==> src/logic/scs_pkg.sv <==
// Package: constants and types for the receiver channel-status register bank
package scs_pkg;

  // ----------------------------------------
  // Register map
  // ----------------------------------------
  localparam logic [6:0] SCS_ADDR_BYTE0 = 7'h2C;
  localparam logic [6:0] SCS_ADDR_CATEGORY = 7'h2D;
  localparam logic [6:0] SCS_ADDR_SRC_CHAN = 7'h2E;
  localparam logic [6:0] SCS_ADDR_SAMPLE_RATE_CODE_ACC = 7'h2F;
  localparam logic [6:0] SCS_ADDR_WORDLEN = 7'h30;

  // ----------------------------------------
  // Block layout
  // ----------------------------------------
  localparam int SCS_CAP_BITS = 40;
  localparam int SCS_BLOCK_FRAMES = 192;
  localparam int SCS_REG_COUNT = 5;
  localparam logic [7:0] SCS_LAST_FRAME = 8'hBF;
  localparam logic [7:0] SCS_LAST_CAP = 8'h27;

  // Field positions inside the 40-bit capture
  localparam int SCS_POS_PRO = 0;
  localparam int SCS_POS_AUDIO_N = 1;
  localparam int SCS_POS_CPY = 2;
  localparam int SCS_POS_EMPH = 3;
  localparam int SCS_POS_RSVD = 4;
  localparam int SCS_POS_MODE = 6;
  localparam int SCS_POS_CAT = 8;
  localparam int SCS_POS_SRC = 16;
  localparam int SCS_POS_CH1 = 20;
  localparam int SCS_POS_CH2 = 22;
  localparam int SCS_POS_SAMPLE_RATE_CODE = 24;
  localparam int SCS_POS_ACC = 28;
  localparam int SCS_POS_MAX_LENGTH_FLAG = 32;
  localparam int SCS_POS_LEN = 33;
  localparam int SCS_POS_ORIG = 36;

  // Reset values of control state
  localparam logic [7:0] SCS_FRAME_RST = 8'h00;
  localparam logic [4:0] SCS_LEN_UNKNOWN = 5'h00;

  typedef enum logic [1:0] {
    SCS_RATE_IGNORE,
    SCS_RATE_LEFT,
    SCS_RATE_RIGHT,
    SCS_RATE_BAD
  } scs_route_t;

  // Decoded sample length in bits; 0 means not indicated or reserved
  function automatic logic [4:0] scs_len_decode(input logic max_flag,
                                                input logic [2:0] code);
    logic [4:0] base;
    base = SCS_LEN_UNKNOWN;
    case (code)
      3'h1: base = 5'h10;
      3'h2: base = 5'h12;
      3'h4: base = 5'h13;
      3'h5: base = 5'h14;
      3'h6: base = 5'h11;
      default: base = SCS_LEN_UNKNOWN;
    endcase
    if (base != SCS_LEN_UNKNOWN && max_flag)
      base = base + 5'h04;
    return base;
  endfunction

endpackage

==> src/logic/scs_top.sv <==
// Module: channel-status register bank of the receiver
`timescale 1ns/1ps
module scs_top
  import scs_pkg::*;
(
  // Clock and reset
  input wire logic clk,
  input wire logic sys_rst,
  // Recovered sub-frame status bits
  input wire logic cs_valid,
  input wire logic cs_first_channel,
  input wire logic cs_block_start,
  input wire logic cs_bit,
  // Host readback
  input wire logic rd_en,
  input wire logic [6:0] rd_addr,
  output logic [7:0] rd_data_q,
  output logic rd_hit_q,
  // Decoded status
  output logic status_update_flag,
  output logic professional_use_flag,
  output logic copyright_free_flag,
  output logic pre_emphasis_flag,
  output logic [1:0] status_mode_field,
  output logic [7:0] category_field,
  output logic [3:0] source_number_field,
  output logic [1:0] first_subframe_channel,
  output logic [1:0] second_subframe_channel,
  output logic [3:0] sample_rate_code,
  output logic [1:0] clock_accuracy_field,
  output logic max_length_flag,
  output logic [2:0] length_code,
  output logic [3:0] original_rate_code,
  output logic [4:0] sample_length_q
);

  logic bit_valid;
  logic [SCS_CAP_BITS-1:0] cap_word;
  logic cap_done;
  logic [SCS_CAP_BITS-1:0] live_q;
  logic update_q;
  logic [2:0] rd_index;
  logic rd_known;

  // ----------------------------------------
  // Capture
  // ----------------------------------------
  assign bit_valid = cs_valid && cs_first_channel;

  scs_shift #(
    .WIDTH(SCS_CAP_BITS)
  ) u_shift (
    .clk(clk),
    .sys_rst(sys_rst),
    .bit_valid(bit_valid),
    .bit_start(cs_block_start),
    .bit_value(cs_bit),
    .word_q(cap_word),
    .done_q(cap_done)
  );

  // Shadow copy drives the decoded outputs without a read
  always_ff @(posedge clk)
  begin
    if (sys_rst)
      live_q <= '0;
    else if (cap_done)
      live_q <= cap_word;
  end

  // ----------------------------------------
  // Field mapping
  // ----------------------------------------
  assign professional_use_flag = live_q[SCS_POS_PRO];
  assign copyright_free_flag = live_q[SCS_POS_CPY];
  assign pre_emphasis_flag = live_q[SCS_POS_EMPH];
  assign status_mode_field = live_q[SCS_POS_MODE +: 2];
  assign category_field = live_q[SCS_POS_CAT +: 8];
  assign source_number_field = live_q[SCS_POS_SRC +: 4];
  assign first_subframe_channel = live_q[SCS_POS_CH1 +: 2];
  assign second_subframe_channel = live_q[SCS_POS_CH2 +: 2];
  assign sample_rate_code = live_q[SCS_POS_SAMPLE_RATE_CODE +: 4];
  assign clock_accuracy_field = live_q[SCS_POS_ACC +: 2];
  assign max_length_flag = live_q[SCS_POS_MAX_LENGTH_FLAG];
  assign length_code = live_q[SCS_POS_LEN +: 3];
  assign original_rate_code = live_q[SCS_POS_ORIG +: 4];

  // Capture bits already sit in register order: bit 1 non-audio, bits 5:4 reserved
  always_ff @(posedge clk)
  begin
    if (sys_rst)
      sample_length_q <= SCS_LEN_UNKNOWN;
    else
      sample_length_q <= scs_len_decode(max_length_flag, length_code);
  end

  // ----------------------------------------
  // Register store and readback
  // ----------------------------------------
  always_comb
  begin
    rd_known = 1'b1;
    rd_index = 3'h0;
    case (rd_addr)
      SCS_ADDR_BYTE0: rd_index = 3'h0;
      SCS_ADDR_CATEGORY: rd_index = 3'h1;
      SCS_ADDR_SRC_CHAN: rd_index = 3'h2;
      SCS_ADDR_SAMPLE_RATE_CODE_ACC: rd_index = 3'h3;
      SCS_ADDR_WORDLEN: rd_index = 3'h4;
      default:
      begin
        rd_known = 1'b0;
        rd_index = 3'h7;
      end
    endcase
  end

  scs_regs u_regs (
    .clk(clk),
    .load(cap_done),
    .load_word(cap_word),
    .rd_index(rd_index),
    .rd_data_q(rd_data_q)
  );

  always_ff @(posedge clk)
  begin
    if (sys_rst)
      rd_hit_q <= 1'b0;
    else
      rd_hit_q <= rd_en && rd_known;
  end

  // ----------------------------------------
  // Update flag
  // ----------------------------------------
  // A fresh block wins over a readback in the same cycle
  always_ff @(posedge clk)
  begin
    if (sys_rst)
      update_q <= 1'b0;
    else if (cap_done)
      update_q <= 1'b1;
    else if (rd_en && rd_known)
      update_q <= 1'b0;
  end

  assign status_update_flag = update_q;

endmodule // scs_top

==> src/logic/scs_shift.sv <==
// Module: serial capture of the first status bits of a channel-status block
`timescale 1ns/1ps
module scs_shift
  import scs_pkg::*;
#(
  parameter int WIDTH = SCS_CAP_BITS
)(
  // Clock and reset
  input wire logic clk,
  input wire logic sys_rst,
  // Bit stream
  input wire logic bit_valid,
  input wire logic bit_start,
  input wire logic bit_value,
  // Captured word
  output logic [WIDTH-1:0] word_q,
  output logic done_q
);

  logic [WIDTH-1:0] shift_q;
  logic [7:0] count_q;

  // ----------------------------------------
  // Shift in, LSB (status bit 0) first
  // ----------------------------------------
  always_ff @(posedge clk)
  begin
    if (sys_rst)
      count_q <= SCS_FRAME_RST;
    else if (bit_valid && bit_start)
      count_q <= 8'h01;
    else if (bit_valid && count_q != SCS_FRAME_RST && count_q <= SCS_LAST_CAP)
      count_q <= count_q + 8'h01;
    else if (bit_valid && count_q > SCS_LAST_CAP)
      count_q <= SCS_FRAME_RST;
  end

  always_ff @(posedge clk)
  begin
    if (bit_valid && bit_start)
      shift_q <= {bit_value, shift_q[WIDTH-1:1]};
    else if (bit_valid && count_q != SCS_FRAME_RST && count_q <= SCS_LAST_CAP)
      shift_q <= {bit_value, shift_q[WIDTH-1:1]};
  end

  // Done once the last captured bit has shifted in
  always_ff @(posedge clk)
  begin
    if (sys_rst)
      done_q <= 1'b0;
    else
      done_q <= bit_valid && !bit_start && count_q == SCS_LAST_CAP;
  end

  always_ff @(posedge clk)
  begin
    // A block start on the last slot restarts the count, so it must not complete a word
    if (bit_valid && !bit_start && count_q == SCS_LAST_CAP)
      word_q <= {bit_value, shift_q[WIDTH-1:1]};
  end

endmodule // scs_shift

==> src/logic/scs_regs.sv <==
// Module: five-entry read-only status store with registered read data
`timescale 1ns/1ps
module scs_regs
  import scs_pkg::*;
(
  // Clock
  input wire logic clk,
  // Load port
  input wire logic load,
  input wire logic [SCS_CAP_BITS-1:0] load_word,
  // Read port
  input wire logic [2:0] rd_index,
  output logic [7:0] rd_data_q
);

  logic [7:0] mem_q [SCS_REG_COUNT];

  // No reset: contents are undefined until the first block arrives
  always_ff @(posedge clk)
  begin
    if (load)
    begin
      for (int i = 0; i < SCS_REG_COUNT; i++)
        mem_q[i] <= load_word[i*8 +: 8];
    end
  end

  always_ff @(posedge clk)
  begin
    if (rd_index < 3'(SCS_REG_COUNT))
      rd_data_q <= mem_q[rd_index];
    else
      rd_data_q <= 8'h00;
  end

endmodule // scs_regs

==> config.mk <==
export PLATFORM = sky130hd
export DESIGN_NAME = scs_top
export DESIGN_NICKNAME = d
export VERILOG_FILES = /design/src/logic/scs_pkg.sv /design/src/logic/scs_top.sv /design/src/logic/scs_shift.sv /design/src/logic/scs_regs.sv
export SDC_FILE = /design/constraint.sdc
export NUM_CORES = 1
export LEC_CHECK = 0
export BUFFER_PORTS_ARGS = -buffer_cell sky130_fd_sc_hd__buf_2
export CORE_MARGIN = 2
export CORE_UTILIZATION = 33
export DETAILED_ROUTE_END_ITERATION = 6
export GPL_ROUTABILITY_DRIVEN = 0
export PLACE_DENSITY_LB_ADDON = 0.15
export SLEW_MARGIN = 5
export SYNTH_ARGS = -nofsm -noshare
export SYNTH_HDL_FRONTEND = slang
export SYNTH_SLANG_ARGS = --single-unit
==> constraint.sdc <==
create_clock -name clk -period 3 [get_ports clk]
set_input_delay 0.3 -clock clk [delete_from_list [all_inputs] [get_ports clk]]
set_output_delay 0.3 -clock clk [all_outputs]
set_load 0.01 [all_outputs]
==> results of run 1 <==
## per-layer routing
metal,up-vias,wire length [um],global-route usage (%)
met5,-,0,0
met1,1497,5240,15.7
met3,8,339,3.56
li1,1443,-,-
met2,55,5210,18.6
met4,0,153,5.10
## worst reg2reg max path, cell delays in order (launching register included)
cell,delay [ps]
dfxtp_1,380
nor4_4,410
nand4_1,190
nor3b_4,190
buf_4,490
## synthesized netlist by cell type, drive strengths merged
cell type | n | area (sq um)
o21ai | 4 | 20.0
and3 | 4 | 30.0
a22o | 9 | 78.8
or3 | 1 | 6.26
a311oi | 1 | 15.0
ha | 2 | 25.0
nor4 | 2 | 27.5
nor2b | 3 | 18.8
mux2i | 35 | 350
nor3 | 1 | 5.00
a211oi | 1 | 7.51
a21boi | 1 | 7.51
nand2b | 1 | 6.26
inv | 3 | 11.3
a32o | 2 | 21.3
edfxtp | 119 | 3570
nor2 | 42 | 158
nor3b | 7 | 57.6
mux4 | 8 | 180
clkbuf | 5 | 18.8
buf | 8 | 38.8
nand4 | 1 | 6.26
xnor2 | 1 | 8.76
o21a | 1 | 7.51
nand2 | 5 | 18.8
dfxtp | 59 | 1180
and2 | 3 | 18.8
nand3 | 6 | 30.0
a21oi | 3 | 15.0
xor2 | 1 | 8.76
o22ai | 1 | 6.26
a41oi | 1 | 8.76
and4b | 1 | 10.0
a31oi | 1 | 21.3
## sequential cells by signal, summed over array words and instances (netlist names)
signal,flops
u_shift.word_q,40
live_q,35
u_shift.done_q,1
u_shift.shift_q,39
sample_length_q,5
u_regs.mem_q,40
status_update_flag,1
u_shift.count_q,8
u_regs.rd_data_q,8
rd_hit_q,1
## kinds of logic (layout without fill, tap and decap cells)
| kind of cell | after synthesis | in the layout | share of synthesized area [%] |
|---|---|---|---|
| flip-flops | 178 | 178 | 79.3 |
| adder cells (fa/ha/maj) | 2 | 2 | 0.417 |
| XOR/XNOR | 2 | 2 | 0.292 |
| multiplexers | 43 | 43 | 8.84 |
| AO/OA/AOI/OAI | 25 | 25 | 3.48 |
| AND/OR/NAND/NOR | 77 | 77 | 6.55 |
| buffers and inverters | 16 | 102 | 1.15 |
## power by group
group	internal [W]	switching, W
Sequential	0.00263	0.0000121
Combinational	0.0000246	0.0000494
Clock	0.00132	0.000927
## stage by stage
step                cells  total power [W]  area, sq um
global placement      626          0.00276         6600
CTS                   658          0.00502         7210
floorplan             343          0.00273         6000
finish                658          0.00496         7210
global route          658          0.00513         7210
detailed placement    626          0.00277         6600
## worst min path at each step
stage          cells after the start             endpoint              start
2_1_floorplan                      0  u_shift.shift_q[39]             cs_bit
3_3_place_gp                       0   u_regs.mem_q[0][4]  u_shift.word_q[4]
3_5_place_dp                       0   u_regs.mem_q[0][5]  u_shift.word_q[5]
4_1_cts                            1  u_shift.shift_q[39]             cs_bit
5_1_grt                            1  u_shift.shift_q[39]             cs_bit
6_report                           1  u_shift.shift_q[39]             cs_bit
## final cells by class
type | instances | share of cell area (%)
clock buffer | 17 | 5.90
tap | 229 | 3.98
timing repair buffer | 67 | 4.97
inverter | 3 | 0.156
clock inverter | 15 | 2.57
multi-input combinational | 149 | 16.4
sequential | 178 | 66.0
==> impl_metrics.env, run 1 <==
export IMPL_status="complete, no violations"
export IMPL_die_h_um=139
export IMPL_grt_pass1_wl_um=17300
export IMPL_post_cts_buffers=0
export IMPL_crit_arrival_ps=2090
export IMPL_initial_core_util_pct=33.5
export IMPL_std_cell_rows=49
export IMPL_critPathKind="register to register"
export IMPL_cts_resized=0
export IMPL_ys_warn_count=0
export IMPL_cp_num_cells=4
export IMPL_setup_worst_path_start="u_shift.count_q[3]"
export IMPL_required_ps=3050
export IMPL_drc_errors=0
export IMPL_h_tree_depth=4
export IMPL_setup_ws_ps=960
export IMPL_syn_area_per_cell_sq_um=17.5
export IMPL_io_buffers=63
export IMPL_via_per_inst=4.56
export IMPL_fin_hold_ws_ps=92.0
export IMPL_grt_pass1_vias=3065
export IMPL_path_max_fanout=41
export IMPL_final_cell_mix="edfxtp_1, buf_2, dfxtp_1"
export IMPL_clk_pin_slew_worst_paths_ps=60
export IMPL_core_area_sq_um=17900
export IMPL_vias=3003
export IMPL_nNetsFinal=432
export IMPL_drt_pass1_iter_count=4
export IMPL_postCtsHoldBufs=0
export IMPL_ir_worst_vdd_v=0.000435
export IMPL_fin_crit_sh_pct=68.0
export IMPL_min_path_type="input pin to register"
export IMPL_numCtsBuffers=17
export IMPL_finalSetupViolations=0
export IMPL_synth_cell_type_count=41
export IMPL_rsz0062_at_grt="no"
export IMPL_multi_input_area_sq_um=1180
export IMPL_die_area_sq_um=19300
export IMPL_ys_ff_latch=178
export IMPL_max_stage_delay_ps=490
export IMPL_syn_inst=343
export IMPL_antenna_found_initial=0
export IMPL_r2r_start="u_shift.count_q[3]"
export IMPL_track_usage_pct=12.0
export IMPL_cts_max_path_buffers=2
export IMPL_worstSetupEndpointType="register"
export IMPL_nFillCells=1635
export IMPL_grt_max_degree=43
export IMPL_slew_viol_final=0
export IMPL_clock_sinks=178
export IMPL_total_leakage_power_nw=2.55
export IMPL_ant_nets=0
export IMPL_cp_cell_sequence="nor4_4, nand4_1, nor3b_4, buf_4"
export IMPL_hold_viol=0
export IMPL_layout_drive_gt1_share_pct=26.6
export IMPL_crit_end="u_shift.word_q[16]"
export IMPL_cellPowerDensity_nw_per_um2=688
export IMPL_seq_area_sq_um=4760
export IMPL_skew_ps=6.62
export IMPL_drtIter0Drc=179
export IMPL_timing_final_crit_period_ps=2040
export IMPL_dpl_hpwl_um=7170
export IMPL_clk_latency_ps=420
export IMPL_utilization_pct=40.3
export IMPL_synthesis_area_sq_um=6000
export IMPL_wire_per_inst_um=16.6
export IMPL_postSynthNetCount=359
export IMPL_ys_seq_area_share_pct=79.3
export IMPL_grt_overflow=0
export IMPL_antenna_diode_count=0
export IMPL_fmax_mhz=490
export IMPL_drv_cap=0
export IMPL_tightest_slew_ps=565
export IMPL_layout_commonest_cell="edfxtp_1"
export IMPL_path_delay_family="simple AND/OR/NAND/NOR gates"
export IMPL_rr_endpoint="u_shift.word_q[16]"
export IMPL_rr_worst_depth=4
export IMPL_cp_num_buf_inv=1
export IMPL_rrSetupSlack_ps=960
export IMPL_pin_count=64
export IMPL_cts_tree="built"
export IMPL_syn_to_final_growth_pct=20.1
export IMPL_start_kind="register"
export IMPL_clock_root_buffer="clkbuf_16"
export IMPL_crit_slowest_cell="buf_4"
export IMPL_tns_ps=0
export IMPL_dpl_worst_slack_ps=919
export IMPL_die_w_um=139
export IMPL_drt_wl_total_um=10900
export IMPL_slew_limit_headroom_pct=62.3
(Power assumes the default switching activity.)
==> run 2: changes to the inputs <==
==> constraint.sdc (replaced) <==
create_clock -name clk -period 1.6 [get_ports clk]
set_input_delay 0.16 -clock clk [delete_from_list [all_inputs] [get_ports clk]]
set_output_delay 0.16 -clock clk [all_outputs]
set_load 0.01 [all_outputs]
==> impl_metrics.env, run 2 (synthesis results as in run 1) <==
export IMPL_antenna_diode_count=0
export IMPL_clock_root_buffer="clkbuf_16"
export IMPL_setup_ws_ps=-55.1
export IMPL_grt_max_degree=47
export IMPL_h_tree_depth=4
export IMPL_rrSetupSlack_ps=-60
export IMPL_die_w_um=139
export IMPL_path_max_fanout=20
export IMPL_seq_area_sq_um=4760
export IMPL_nNetsFinal=458
export IMPL_fin_crit_sh_pct=103
export IMPL_dpl_hpwl_um=7390
export IMPL_grt_overflow=0
export IMPL_layout_commonest_cell="edfxtp_1"
export IMPL_critPathKind="register to register"
export IMPL_drt_wl_total_um=11700
export IMPL_fmax_mhz=604
export IMPL_drtIter0Drc=164
export IMPL_via_per_inst=4.61
export IMPL_layout_drive_gt1_share_pct=31.6
export IMPL_std_cell_rows=49
export IMPL_grt_pass1_vias=3148
export IMPL_ant_nets=0
export IMPL_start_kind="register"
export IMPL_p_total_w=0.00917
export IMPL_syn_to_final_growth_pct=26.8
export IMPL_final_cell_mix="edfxtp_1, buf_2, dfxtp_1"
export IMPL_required_ps=1730
export IMPL_wire_per_inst_um=17.1
export IMPL_min_delay_start="rd_en"
export IMPL_cellPowerDensity_nw_per_um2=1210
export IMPL_die_h_um=139
export IMPL_pin_count=64
export IMPL_clk_latency_ps=430
export IMPL_min_path_type="input pin to register"
export IMPL_rsz0062_at_grt="yes"
export IMPL_placed_area_sq_um=6730
export IMPL_setup_worst_path_start="u_shift.count_q[7]"
export IMPL_io_buffers=63
export IMPL_finalSetupViolations=40
export IMPL_r2r_start="u_shift.count_q[7]"
export IMPL_initial_core_util_pct=33.5
export IMPL_status="finished with violations"
export IMPL_numCtsBuffers=17
export IMPL_tightest_slew_ps=467
export IMPL_slew_limit_headroom_pct=68.8
export IMPL_reg_top3="u_regs.mem_q: 40 flops, u_shift.word_q: 40 flops, u_shift.shift_q: 39 flops"
export IMPL_hold_depth=3
export IMPL_total_leakage_power_nw=2.73
export IMPL_die_area_sq_um=19300
export IMPL_core_area_sq_um=17900
export IMPL_drv_cap=0
export IMPL_drc_errors=0
export IMPL_multi_input_area_sq_um=1240
export IMPL_min_to="rd_hit_q"
export IMPL_antenna_found_initial=0
export IMPL_rr_worst_depth=5
export IMPL_clk_pin_slew_worst_paths_ps=60
export IMPL_ir_worst_vdd_v=0.000840
export IMPL_worstSetupEndpointType="register"
export IMPL_rr_endpoint="u_shift.word_q[36]"
export IMPL_grt_pass1_wl_um=17700
export IMPL_slew_viol_final=0
export IMPL_hold_viol=0
export IMPL_final_area_sq_um=7600
export IMPL_clock_sinks=178
export IMPL_nFillCells=1651
export IMPL_timing_final_crit_period_ps=1660
export IMPL_cts_max_path_buffers=2
export IMPL_violations="negative setup slack"
export IMPL_track_usage_pct=12.3
export IMPL_skew_ps=10.6
export IMPL_cts_tree="built"
export IMPL_vias=3150
export IMPL_crit_arrival_ps=1780
export IMPL_drt_pass1_iter_count=5
## run 2: cell types whose count changed in the layout (fill, tap and decap cells not counted), moves of 3 or more
cell,delta
clkbuf_16,+5
dfxtp_2,+4
buf_12,+4
dfxtp_1,-4
clkinv_4,-3
clkbuf_1,+3
buf_4,+12
## run 2: timing repair
action,4_1_cts,5_1_grt
resized for setup,5,7
setup endpoints to repair,80,85
endpoints found under the hold margin,2,0
pin swaps,4,5
cloned,2,7
buffers inserted,4,2
hold buffers,1,0
## run 2: final cells by class
class                           count  area share (%)
Tap cell                          229            3.77
Inverter                            3           0.148
Clock buffer                       20            5.74
Sequential cell                   178            62.6
Clock inverter                     12            1.76
Timing Repair Buffer               92            9.59
Multi-Input combinational cell    150            16.3
## run 2: worst max-delay path by stage
stage,end,depth (start not counted)
detailed placement,u_shift.word_q[17],4
finish,u_shift.word_q[36],5
floorplan,u_shift.word_q[0],3
global route,u_shift.word_q[36],5
global placement,u_shift.word_q[15],4
CTS,u_shift.word_q[36],5
## run 2: worst max-delay path, stage by stage, from the launching register on
cell	delay, ps
dfxtp_2	330
nor4_4	290
nand4_1	180
nor3b_4	210
buf_4	170
buf_16	170
## run 2: report_power, final
group,internal [W],switching (W),total [W]
clock,0.00231,0.00169,0.00400
sequential,0.00492,0.0000225,0.00495
combinational,0.000103,0.000116,0.000219
total,0.00733,0.00183,0.00917
## run 2: layer usage
layer  GRT usage, %  wire (um)  up-vias
li1               -          -     1497
met1           15.6       5220     1580
met2           19.5       5750       56
met3           3.73        440       17
met4           5.85        250        0
met5              0          0        -
## run 2: metrics by stage
step                      instances  TNS (ps)  utilization [%]  setup slack [ps]  hold WS (ps)
after floorplan                 343    -32890                -              -805           259
after global placement          636     -1670             37.6             -42.8           382
after detailed placement        636     -4570             37.6             -79.9           392
after CTS                       675     -2300             41.3             -67.9         0.300
after global routing            684     -7500             42.5              -153          2.32
final                           684     -1590             42.5             -55.1          7.54
==> run 3: changes to the inputs <==
--- a/config.mk
+++ b/config.mk
@@ -6,6 +6,7 @@
 export NUM_CORES = 1
 export LEC_CHECK = 0
 export BUFFER_PORTS_ARGS = -buffer_cell sky130_fd_sc_hd__buf_2
+export CORE_ASPECT_RATIO = 0.8
 export CORE_MARGIN = 2
 export CORE_UTILIZATION = 33
 export DETAILED_ROUTE_END_ITERATION = 6
==> constraint.sdc (replaced) <==
create_clock -name clk -period 1.6 [get_ports clk]
set_input_delay 0.16 -clock clk [delete_from_list [all_inputs] [get_ports clk]]
set_output_delay 0.16 -clock clk [all_outputs]
set_load 0.05 [all_outputs]
==> impl_metrics.env, run 3 (synthesis results as in run 1) <==
export IMPL_antenna_diode_count=0
export IMPL_core_area_sq_um=18000
export IMPL_drtIter0Drc=217
export IMPL_drv_cap=0
export IMPL_tightest_slew_ps=411
export IMPL_die_h_um=125
export IMPL_crit_slowest_cell="dfxtp_2"
export IMPL_grt_overflow=0
export IMPL_max_stage_delay_ps=330
export IMPL_hold_viol=0
export IMPL_dp_cells=641
export IMPL_wire_per_inst_um=17.6
export IMPL_ir_worst_vdd_v=0.000687
export IMPL_io_buffers=63
export IMPL_final_cell_count_no_fill=685
export IMPL_drt_pass1_iter_count=4
export IMPL_r2r_start="u_shift.count_q[7]"
export IMPL_required_ps=1730
export IMPL_cts_tree="built"
export IMPL_timing_final_crit_period_ps=1680
export IMPL_h_tree_depth=4
export IMPL_total_leakage_power_nw=2.75
export IMPL_clk_pin_slew_worst_paths_ps=70
export IMPL_rr_endpoint="u_shift.word_q[11]"
export IMPL_layout_drive_gt1_share_pct=32.5
export IMPL_rr_worst_depth=5
export IMPL_rsz0062_at_grt="yes"
export IMPL_rrSetupSlack_ps=-80
export IMPL_numCtsBuffers=17
export IMPL_violations="negative setup slack"
export IMPL_status="finished with violations"
export IMPL_clock_sinks=178
export IMPL_die_area_sq_um=19300
export IMPL_finalSetupViolations=61
export IMPL_skew_ps=6.92
export IMPL_slew_limit_headroom_pct=72.6
export IMPL_slew_viol_final=0
export IMPL_cp_num_buf_inv=2
export IMPL_grt_max_degree=25
export IMPL_path_max_fanout=10
export IMPL_hold_depth=3
export IMPL_setup_ws_ps=-82.1
export IMPL_dpl_hpwl_um=7710
export IMPL_min_path_type="input pin to register"
export IMPL_fmax_mhz=594
export IMPL_tns_ps=-3060
export IMPL_vias=3141
export IMPL_nNetsFinal=458
export IMPL_antenna_found_initial=0
export IMPL_reg_top3="u_regs.mem_q: 40 flops, u_shift.word_q: 40 flops, u_shift.shift_q: 39 flops"
export IMPL_clock_root_buffer="clkbuf_16"
export IMPL_critPathKind="register to register"
export IMPL_final_cell_mix="edfxtp_1, buf_2, dfxtp_1"
export IMPL_drc_errors=0
export IMPL_layout_commonest_cell="edfxtp_1"
export IMPL_grt_pass1_vias=3083
export IMPL_pin_count=64
export IMPL_utilization_pct=42.3
export IMPL_cts_max_path_buffers=2
export IMPL_min_delay_start="sys_rst"
export IMPL_cellPowerDensity_nw_per_um2=1190
export IMPL_worstSetupEndpointType="register"
export IMPL_via_per_inst=4.59
export IMPL_die_w_um=155
export IMPL_initial_core_util_pct=33.3
export IMPL_min_to="sample_length_q[4]"
export IMPL_drt_wl_total_um=12100
export IMPL_start_kind="register"
export IMPL_ant_nets=0
export IMPL_clk_latency_ps=420
export IMPL_grt_pass1_wl_um=18100
export IMPL_track_usage_pct=12.8
export IMPL_syn_to_final_growth_pct=26.8
export IMPL_path_delay_family="simple AND/OR/NAND/NOR gates"
export IMPL_std_cell_rows=44
export IMPL_cp_cell_sequence="nor4_4, nand4_1, nor3b_4, buf_12, clkbuf_16"
export IMPL_fin_crit_sh_pct=105
export IMPL_crit_arrival_ps=1820
[run 3: changes by cell type in the layout (fill, tap and decap cells not counted), sizes merged]
cell,delta
clkbuf,-1
bufinv,-2
clkinv,+1
clkinvlp,-3
buf,+2
a31oi,-1
inv,+4
[run 3: worst max path at each step]
stage / start / endpoint / slack, ps / cells past startpoint
4_1_cts: u_shift.count_q[7] / u_shift.word_q[1] / -70 / 5
2_1_floorplan: u_shift.count_q[7] / u_shift.word_q[0] / -800 / 3
3_3_place_gp: u_shift.count_q[7] / u_shift.word_q[17] / -70 / 4
6_report: u_shift.count_q[7] / u_shift.word_q[11] / -80 / 5
3_5_place_dp: u_shift.count_q[7] / u_shift.word_q[18] / -70 / 4
5_1_grt: u_shift.count_q[7] / u_shift.word_q[30] / -140 / 5
[run 3: metrics by stage]
stage	total power [W]	hold slack, ps	worst slack (ps)	cell area (sq um)
global route	0.00937	31.9	-140	7610
detailed placement	0.00522	388	-75.0	6790
floorplan	0.00513	259	-805	6020
global placement	0.00522	396	-65.4	6790
CTS	0.00915	10.7	-70.5	7470
finish	0.00905	28.7	-82.1	7610
[run 3: power breakdown]
group          switching [W]  internal [W]
clock network        0.00178       0.00211
registers          0.0000238       0.00492
logic               0.000120     0.0000978
total                0.00192       0.00713
[run 3: repair_timing]
action | CTS | global route
resized for setup | 6 | 4
hold endpoints to repair | 2 | 0
cloned | 2 | 4
endpoints found under the setup margin | 78 | 81
pin swaps | 3 | 4
hold buffers | 1 | 0
setup buffers | 3 | 2
[run 3: area by class of cell]
class | count | area (sq um)
fillers | 1613 | 10400
well taps | 230 | 288
flip-flops and latches | 178 | 4760
multi-input cells | 149 | 1210
repair buffers | 93 | 786
clock inverters | 12 | 97.6
clock buffers | 20 | 457
inverters | 3 | 11.3
[run 3: worst reg2reg max path, delay by kind of cell, from the launching register on]
| family | cells | cell delay (ps) |
|---|---|---|
| buffers and inverters | 2 | 330 |
| flip-flops | 1 | 330 |
| AND/OR/NAND/NOR | 3 | 740 |
[run 3: metal layers]
| layer | global-route usage [%] | vias up | routed length, um |
|---|---|---|---|
| met5 | 0 | - | 0 |
| met4 | 5.23 | 0 | 189 |
| met2 | 18.6 | 76 | 5420 |
| met3 | 3.10 | 15 | 528 |
| li1 | - | 1495 | - |
| met1 | 18.4 | 1555 | 5950 |
